$ cat src/design/awh_pkg.sv
// shared constants and types of the area wait and hold timing block
package awh_pkg;
    // register offsets
    localparam logic [3:0] AWH_OFS_TIMING = 4'h0;
    localparam logic [3:0] AWH_OFS_STATUS = 4'h4;
    // timing register field positions
    localparam int AWH_WAIT_LSB = 8;
    localparam int AWH_WAIT_MSB = 11;
    localparam int AWH_MASK_BIT = 6;
    localparam int AWH_RSVD_LSB = 2;
    localparam int AWH_RSVD_MSB = 5;
    localparam int AWH_HOLD_LSB = 0;
    localparam int AWH_HOLD_MSB = 1;
    // reset values
    localparam logic [3:0] AWH_WAIT_RST = 4'h0;
    localparam logic AWH_MASK_RST = 1'b0;
    localparam logic [1:0] AWH_HOLD_RST = 2'h0;
    // wait codes with a documented count
    localparam logic [3:0] AWH_WC_6 = 4'h6;
    localparam logic [3:0] AWH_WC_8 = 4'h7;
    localparam logic [3:0] AWH_WC_10 = 4'h8;
    localparam logic [3:0] AWH_WC_12 = 4'h9;
    localparam logic [3:0] AWH_WC_14 = 4'ha;
    localparam logic [3:0] AWH_WC_18 = 4'hb;
    localparam logic [3:0] AWH_WC_24 = 4'hc;
    localparam logic [4:0] AWH_WAIT_MAX = 5'h18;
    // access wait cycles of the documented codes
    localparam logic [4:0] AWH_CNT_6 = 5'h06;
    localparam logic [4:0] AWH_CNT_8 = 5'h08;
    localparam logic [4:0] AWH_CNT_10 = 5'h0a;
    localparam logic [4:0] AWH_CNT_12 = 5'h0c;
    localparam logic [4:0] AWH_CNT_14 = 5'h0e;
    localparam logic [4:0] AWH_CNT_18 = 5'h12;

    typedef enum logic [1:0] {
        AWH_IDLE   = 2'b00,
        AWH_STROBE = 2'b01,
        AWH_HOLD   = 2'b10
    } awh_state_t;

    typedef struct packed {
        logic        write;
        logic [23:0] addr;
        logic [15:0] wdata;
        logic [1:0]  be;
    } awh_req_t;
endpackage

$ cat src/design/awh_area_timing.sv
// external area access sequencer with programmable wait and strobe-to-select hold
// What this block does
// - wait codes 1010, 1011, 1100 insert 14, 18 and 24 access wait cycles.
// - mask bit 6 resets to 0; 0 honours external wait, 1 ignores it.
// - mask setting applies even with zero programmed wait cycles.
// - bits 5 to 2 read as zero; software writes zeros there.
// - hold field resets 0; code 00 gives 0.5, 01 gives 1.5 cycles.
//
// The placing of the registers and the plain strobed port were left to the implementer.
`timescale 1ns/1ps
module awh_area_timing #(
    parameter int ADDR_W = 24,
    parameter int DATA_W = 16
) (
    // clock and reset
    input  wire logic              CLOCK_I,
    input  wire logic              RESET_N_I,
    // register port
    input  wire logic [3:0]        REG_ADDR_I,
    input  wire logic [31:0]       REG_WDATA_I,
    input  wire logic              REG_WR_I,
    input  wire logic              REG_RD_I,
    output logic      [31:0]       REG_RDATA_O,
    // access request from the internal master
    input  wire logic              ACC_REQ_I,
    input  wire logic              ACC_WRITE_I,
    input  wire logic [ADDR_W-1:0] ACC_ADDR_I,
    input  wire logic [DATA_W-1:0] ACC_WDATA_I,
    input  wire logic [1:0]        ACC_BE_I,
    output logic                   ACC_BUSY_O,
    output logic                   ACC_DONE_O,
    output logic      [DATA_W-1:0] ACC_RDATA_O,
    // external bus
    output logic      [ADDR_W-1:0] EXT_ADDR_O,
    output logic                   AREA_SELECT_N_O,
    output logic                   READ_STROBE_N_O,
    output logic                   WRITE_STROBE_N_O,
    output logic      [1:0]        BYTE_LANE_STROBE_N_O,
    output logic      [DATA_W-1:0] EXT_DATA_O,
    output logic                   EXT_DATA_OE_O,
    input  wire logic [DATA_W-1:0] EXT_DATA_I,
    input  wire logic              EXT_WAIT_N_I
);
    logic [3:0] wait_code_q;
    logic external_wait_mask_q;
    logic [1:0] strobe_to_select_hold_q;
    awh_pkg::awh_state_t state_q;
    awh_pkg::awh_req_t req_q;
    logic [4:0] wait_cnt_q;
    logic [1:0] hold_cnt_q;
    logic select_n_q;
    logic busy_q;
    logic done_q;
    logic rd_strobe_n_q;
    logic wr_strobe_n_q;
    logic [1:0] be_strobe_n_q;
    logic data_oe_q;
    logic [DATA_W-1:0] rdata_q;
    logic [31:0] reg_rdata_q;
    logic [ADDR_W-1:0] ext_addr_q;
    logic ext_select_n_q;
    logic [4:0] wait_cycles;
    logic wait_held;
    logic start;
    logic hold_none;

    // lower codes are linear; reserved codes saturate at the longest count
    function automatic logic [4:0] wait_of(input logic [3:0] code);
        logic [4:0] n;
        n = {1'b0, code};
        case (code)
            awh_pkg::AWH_WC_6:  n = awh_pkg::AWH_CNT_6;
            awh_pkg::AWH_WC_8:  n = awh_pkg::AWH_CNT_8;
            awh_pkg::AWH_WC_10: n = awh_pkg::AWH_CNT_10;
            awh_pkg::AWH_WC_12: n = awh_pkg::AWH_CNT_12;
            awh_pkg::AWH_WC_14: n = awh_pkg::AWH_CNT_14;
            awh_pkg::AWH_WC_18: n = awh_pkg::AWH_CNT_18;
            awh_pkg::AWH_WC_24: n = awh_pkg::AWH_WAIT_MAX;
            default: begin
                if (code > awh_pkg::AWH_WC_24) begin
                    n = awh_pkg::AWH_WAIT_MAX;
                end
            end
        endcase
        return n;
    endfunction

    assign wait_cycles = wait_of(wait_code_q);
    // wait is looked at even when no wait cycles are programmed
    assign wait_held = !external_wait_mask_q && !EXT_WAIT_N_I;
    // a request is taken only when idle; one arriving while busy is dropped
    assign start = ACC_REQ_I && (state_q == awh_pkg::AWH_IDLE);
    // code 00 has no whole hold cycle, only the half cycle of the falling-edge stage
    assign hold_none = strobe_to_select_hold_q == 2'h0;

    // configuration register
    always_ff @(posedge CLOCK_I or negedge RESET_N_I) begin
        if (!RESET_N_I) begin
            wait_code_q <= awh_pkg::AWH_WAIT_RST;
            external_wait_mask_q <= awh_pkg::AWH_MASK_RST;
            strobe_to_select_hold_q <= awh_pkg::AWH_HOLD_RST;
        end else if (REG_WR_I && REG_ADDR_I == awh_pkg::AWH_OFS_TIMING) begin
            // reserved bits 5 to 2 have no storage, so written ones are dropped
            wait_code_q <= REG_WDATA_I[awh_pkg::AWH_WAIT_MSB:awh_pkg::AWH_WAIT_LSB];
            external_wait_mask_q <= REG_WDATA_I[awh_pkg::AWH_MASK_BIT];
            strobe_to_select_hold_q <= REG_WDATA_I[awh_pkg::AWH_HOLD_MSB:awh_pkg::AWH_HOLD_LSB];
        end
    end

    // read data stand one cycle after the read strobe; unmapped reads zero
    always_ff @(posedge CLOCK_I or negedge RESET_N_I) begin
        if (!RESET_N_I) begin
            reg_rdata_q <= 32'h0;
        end else begin
            reg_rdata_q <= 32'h0;
            if (REG_RD_I && REG_ADDR_I == awh_pkg::AWH_OFS_TIMING) begin
                reg_rdata_q[awh_pkg::AWH_WAIT_MSB:awh_pkg::AWH_WAIT_LSB] <= wait_code_q;
                reg_rdata_q[awh_pkg::AWH_MASK_BIT] <= external_wait_mask_q;
                reg_rdata_q[awh_pkg::AWH_RSVD_MSB:awh_pkg::AWH_RSVD_LSB] <= 4'h0;
                reg_rdata_q[awh_pkg::AWH_HOLD_MSB:awh_pkg::AWH_HOLD_LSB] <= strobe_to_select_hold_q;
            end else if (REG_RD_I && REG_ADDR_I == awh_pkg::AWH_OFS_STATUS) begin
                // the raw wait pin is shown so that a stuck device can be seen
                reg_rdata_q[0] <= busy_q;
                reg_rdata_q[2:1] <= state_q;
                reg_rdata_q[3] <= !EXT_WAIT_N_I;
            end
        end
    end

    // access sequencer
    always_ff @(posedge CLOCK_I or negedge RESET_N_I) begin
        if (!RESET_N_I) begin
            state_q <= awh_pkg::AWH_IDLE;
            req_q <= '0;
            wait_cnt_q <= 5'h0;
            hold_cnt_q <= 2'h0;
            select_n_q <= 1'b1;
            busy_q <= 1'b0;
            done_q <= 1'b0;
            rd_strobe_n_q <= 1'b1;
            wr_strobe_n_q <= 1'b1;
            be_strobe_n_q <= 2'h3;
            data_oe_q <= 1'b0;
            rdata_q <= '0;
        end else begin
            done_q <= 1'b0;
            case (state_q)
                awh_pkg::AWH_IDLE: begin
                    if (start) begin
                        req_q <= '{write: ACC_WRITE_I, addr: ACC_ADDR_I, wdata: ACC_WDATA_I, be: ACC_BE_I};
                        wait_cnt_q <= wait_cycles;
                        select_n_q <= 1'b0;
                        busy_q <= 1'b1;
                        rd_strobe_n_q <= ACC_WRITE_I;
                        wr_strobe_n_q <= !ACC_WRITE_I;
                        be_strobe_n_q <= ~ACC_BE_I;
                        data_oe_q <= ACC_WRITE_I;
                        state_q <= awh_pkg::AWH_STROBE;
                    end
                end
                awh_pkg::AWH_STROBE: begin
                    if (wait_cnt_q != 5'h0) begin
                        wait_cnt_q <= wait_cnt_q - 5'h1;
                    end else if (!wait_held) begin
                        rd_strobe_n_q <= 1'b1;
                        wr_strobe_n_q <= 1'b1;
                        be_strobe_n_q <= 2'h3;
                        rdata_q <= EXT_DATA_I;
                        // code 00 lets select go now, so the pin follows half a cycle after the strobe
                        if (hold_none) begin
                            select_n_q <= 1'b1;
                        end
                        hold_cnt_q <= strobe_to_select_hold_q;
                        state_q <= awh_pkg::AWH_HOLD;
                    end
                end
                awh_pkg::AWH_HOLD: begin
                    if (hold_cnt_q != 2'h0) begin
                        hold_cnt_q <= hold_cnt_q - 2'h1;
                        // each whole hold cycle adds one cycle before select lets go
                        if (hold_cnt_q == 2'h1) begin
                            select_n_q <= 1'b1;
                        end
                    end else begin
                        // data stay driven half a cycle past select, keeping write hold on the bus
                        data_oe_q <= 1'b0;
                        busy_q <= 1'b0;
                        done_q <= 1'b1;
                        state_q <= awh_pkg::AWH_IDLE;
                    end
                end
                default: begin
                    state_q <= awh_pkg::AWH_IDLE;
                end
            endcase
        end
    end

    // falling-edge stage gives address and select their half-cycle offset
    always_ff @(negedge CLOCK_I or negedge RESET_N_I) begin
        if (!RESET_N_I) begin
            ext_addr_q <= '0;
            ext_select_n_q <= 1'b1;
        end else begin
            ext_addr_q <= req_q.addr;
            ext_select_n_q <= select_n_q;
        end
    end

    assign REG_RDATA_O = reg_rdata_q;
    assign ACC_BUSY_O = busy_q;
    assign ACC_DONE_O = done_q;
    assign ACC_RDATA_O = rdata_q;
    assign EXT_ADDR_O = ext_addr_q;
    assign AREA_SELECT_N_O = ext_select_n_q;
    assign READ_STROBE_N_O = rd_strobe_n_q;
    assign WRITE_STROBE_N_O = wr_strobe_n_q;
    assign BYTE_LANE_STROBE_N_O = be_strobe_n_q;
    assign EXT_DATA_O = req_q.wdata;
    assign EXT_DATA_OE_O = data_oe_q;
endmodule

$ cat config.mk
export PLATFORM = sky130hd
export DESIGN_NAME = awh_area_timing
export DESIGN_NICKNAME = d
export VERILOG_FILES = /design/src/design/awh_pkg.sv /design/src/design/awh_area_timing.sv
export SDC_FILE = /design/constraint.sdc
export NUM_CORES = 1
export LEC_CHECK = 0
export ABC_CLOCK_PERIOD_IN_PS = 5900
export CORE_AREA = 3 3 113 115
export CTS_BUF_LIST = sky130_fd_sc_hd__clkbuf_4 sky130_fd_sc_hd__clkbuf_8
export DETAILED_ROUTE_END_ITERATION = 10
export DIE_AREA = 0 0 116 118
export DONT_BUFFER_PORTS = 1
export RECOVER_POWER = 25
export SLEW_MARGIN = 25
export SYNTH_ARGS = -nofsm -noshare
export SYNTH_HDL_FRONTEND = slang
export SYNTH_SLANG_ARGS = --single-unit
$ cat constraint.sdc
create_clock -name CLOCK_I -period 5.9 [get_ports CLOCK_I]
set_clock_uncertainty 0.05 [all_clocks]
set_input_delay 0.885 -clock CLOCK_I [delete_from_list [all_inputs] [get_ports CLOCK_I]]
set_output_delay 0.885 -clock CLOCK_I [all_outputs]
set_load 0.01 [all_outputs]
* Word level (Yosys, flattened, before mapping)
Index checks and enable logic that the tools add are counted.
** Storage, ports and cells
- Flip-flop bits (word level) :: 116
- Bits in latches :: 0
- Memory bits (writable) :: 0
- Memory bits (read-only) :: 0
- Input port bits :: 101
- Output and inout bits :: 96
- Word-level logic and storage cells :: 110
- Memories :: 0
** Cells by class
- Add/subtract/negate cells :: 2
- $mul :: 0
- Div/mod/pow operators :: 0
- Magnitude comparators :: 1
- Eq/ne operators :: 19
- Shifts and indexed selects :: 0
- Multiplexer cells :: 41
- Bitwise gates (word level) :: 3
- Reduce and logical (&&, ||, !) cells :: 25
** Operators by type and width (number)
- 5-bit one-hot mux with 7 select lines :: 1
- 4-bit equality test, second input constant :: 5
- 2-bit 2-to-1 mux :: 10
- 2-bit inequality test, second input constant :: 8
- 5-bit 2-to-1 mux :: 3
- 1-bit 2-to-1 mux :: 14
- 4-bit by 3-bit equality test with 1-bit output, second input constant :: 3
- 4-bit 2-to-1 mux :: 3
- 4-bit AND reduction :: 3
- 5-bit one-hot mux with 2 select lines :: 1
- 3-bit AND reduction :: 3
- 1-bit one-hot mux with 2 select lines :: 4
- 2-bit one-hot mux with 2 select lines :: 2
- 2-bit nonzero test :: 4
- 7-bit AND reduction :: 1
- 2-bit one-hot mux with 3 select lines :: 1
- 1-bit logical AND :: 5
- 5-bit nonzero test :: 1
- 5-bit by 1-bit subtractor with 5-bit output, second input constant :: 1
- 2-bit by 1-bit equality test with 1-bit output, second input constant :: 2
- 4-bit > comparator, second input constant :: 1
- 2-bit zero test :: 2
- 4-bit zero test :: 1
- 1-bit zero test :: 3
- other kinds (8) :: 9

* Depth between registers and ports, before layout
- Word-level depth :: 5
- Mapped depth :: 8
- Gate-level depth less buffers :: 6

==> metrics.txt <==
PortBufs=0; Register Area=2860 µm²; die height=118 µm; Ports=197; TritonCTS clock tree=yes; number of flops mapped to enable cells by yosys=0; CP startpoint=AREA_SELECT_N_O; Non-Filler Instances=504; FILL cells=1,084; Slew headroom=42.0%; Seq cells post-synth=114; total number of vias=2,577; Die Wd=116 µm; switching share of power=32.1%; GR met1 Demand/Resource=16.0%; CTS Root Buffer Type=clkbuf_8; Area Overhead vs Synth=7.14%; RSZ-0062 raised after global routing=false; CTS Buffer Depth=2; worst-path fanout max=1; layout cell share with drive strength beyond 1=29.7%; average size of a mapped cell=13.4 µm²; Pwr Density=578 nW/µm²; Global Route met3 Usage=6.68%; count of cell types in the netlist=49; Core Util, Final=43.0%; cell leakage power=2.38 nW; worst path required time=4.97 ns; Syn Std Cell Area=4780 µm²; final instance area=5120 µm²; 1st-pass router iterations=4; initial antenna violation count=0; HPWL after detailed placement=6100 µm; FFs w/ async S/R, synth=100%; most frequent cells in the layout=dfrtp_1, mux2_2, dfrtn_1, conb_1, clkbuf_8; ranking of synthesized cells by area=dfrtp_1, mux2_2, dfrtn_1; CP Class=register to output port; Core Area=11,900 µm²; post-synthesis compound-gate area fraction=6.93%; Worst-Margin Slew=0.870 ns; clock slew at reported path FFs=0.07 ns; Clk pwr share=26.5%; post-synth top area share=43.9%; number of cell rows=40; Synth Area in XOR/XNOR=0%; final setup vio count=0; mux cell area share after synthesis=16.7%; DRT iter0 DRCs=124; CTS Buf Count=17; status=finished, final reports clean; final WL=8930 µm; Top Usage Layer GRT=met2; Reg power frac=49.6%; Synth Warn #=0; simple-gate share of the synthesized area=5.31%; placed cells=472; GPL Wtd Cong=0.751; GRT overflow=0; Vias/cell=5.11; routed len/inst=17.7 µm; worst path arrival time=3.92 ns; CP Launch Type=register; drt drc=0; Max Cap Violations=0; vias in the first global route=2,711; Min-Delay Path Class=primary input to asynchronous set/reset pin; grt met2 use=20.4%; final hold slack=0.100 ns; Final ANT Viol Nets=0; Synth area leader=dfrtp_1; initial core utilization=40.2%; Synth Instances=357; final hold vios=0; Seq/Total Area, Yosys=59.8%; adder-cell share of the synthesized area=2.09%; largest net degree at the start of global routing=115; final net count=453; Worst-Skew Late Latency=0.43 ns; post_cts resized=0; reg2reg start=select_n_q; combinational power share=23.9%; CTS hold repair buffers=0; most common cell after layout, fill and taps aside=dfrtp_1; H-tree depth=4; Ant. Diodes=0; placed inst area=4680 µm²; CTS sink count=114; Top FF cell, synth=dfrtp_1; first-pass GRT wire length=13,800 µm; # Post-CTS Setup Buffers=0; VDD IR-drop max=0.263 mV; main combinational cell family by area after synthesis=multiplexers; die area=13,700 µm²; TNS Setup=0 ns; Switch Pwr=950 µW; Crit. End Element=output port; Final Max Slew Viols=0; Multi-input gate area=1580 µm²; Total Routing Usage GR=13.4%; Internal Pwr Total=2.01 mW
-- kinds of logic (layout without fill, tap and decap cells) --
| family | Yosys count | in the layout |
|---|---|---|
| mux | 68 | 68 |
| simple gates | 50 | 50 |
| buf+inv | 70 | 48 |
| compound gates | 46 | 46 |
| flops | 114 | 114 |
| fa+ha+maj | 8 | 8 |
| other cells | 1 | 23 |
-- power groups by stage --
stage	sequential [mW]	combinational [mW]	clock (mW)
floorplan	1.37	0.743	0.00212
global placement	1.48	0.687	0.00212
detailed placement	1.49	0.716	0.00212
CTS	1.48	0.722	0.813
global route	1.52	0.795	0.855
finish	1.47	0.708	0.786
-- synthesized netlist by cell type (2+ instances only) --
| library cell | instances |
|---|---|
| dfrtp_1 | 84 |
| mux2_2 | 55 |
| buf_4 | 39 |
| dfrtn_1 | 24 |
| inv_1 | 15 |
| nand2_1 | 15 |
| mux2_4 | 10 |
| o21ai_0 | 10 |
| clkbuf_1 | 8 |
| ha_1 | 8 |
| nor2_1 | 8 |
| a22o_1 | 6 |
| and3_1 | 6 |
| dfstp_2 | 6 |
| buf_1 | 5 |
| a21oi_1 | 4 |
| a2bb2oi_1 | 4 |
| nor4_1 | 4 |
| o22ai_1 | 4 |
| mux2i_1 | 3 |
| nand2b_1 | 3 |
| nand3_1 | 3 |
| nor2b_1 | 3 |
| a211oi_1 | 2 |
| and2_1 | 2 |
| nor3_1 | 2 |
| o21a_1 | 2 |
-- state kept, by name (all words and copies together), names as in the netlist --
name and cells:
ACC_BUSY_O 1, state_q 2, AREA_SELECT_N_O 1, hold_cnt_q 2
wait_cnt_q 5, external_wait_mask_q 1, BYTE_LANE_STROBE_N_O 2, req_q 24
EXT_DATA_O 16, strobe_to_select_hold_q 2, WRITE_STROBE_N_O 1, EXT_DATA_OE_O 1
wait_code_q 4, EXT_ADDR_O 24, REG_RDATA_O 9, select_n_q 1
ACC_RDATA_O 16, READ_STROBE_N_O 1, ACC_DONE_O 1
-- final cells by class --
class / count / share of cell area, %
tap: 147 / 3.59
timing repair buffer: 1 / 0.146
clock buffer: 24 / 6.08
clock inverter: 9 / 2.54
sequential: 114 / 55.8
multi-input combinational: 195 / 30.8
inverter: 14 / 1.03
-- per-stage QoR --
stage	total power, mW	setup WS [ns]
global placement	2.16	1.49
detailed placement	2.21	1.49
finish	2.96	1.05
global route	3.17	0.989
CTS	3.01	1.01
floorplan	2.12	1.50
-- per-layer routing --
metal	wire length [µm]	vias up	share of wire, %
li1	-	1153	-
met1	3800	1289	43
met2	4210	124	47
met3	790	11	8.8
met4	131	0	1.5
met5	0	-	0
-- path summary, 6_finish.rpt --
path | end | slack [ns] | cells past startpoint
max | AREA_SELECT_N_O | 1.05 | 0
min in group CLOCK_I | req_q[22] | 0.45 | 1
max in group asynchronous | AREA_SELECT_N_O | 2.53 | 0
max reg2reg | AREA_SELECT_N_O | 2.32 | 0
min | req_q[40] | 0.1 | 0
min reg2reg | req_q[22] | 0.45 | 1
No activity file was read; power rests on OpenSTA's default activity.
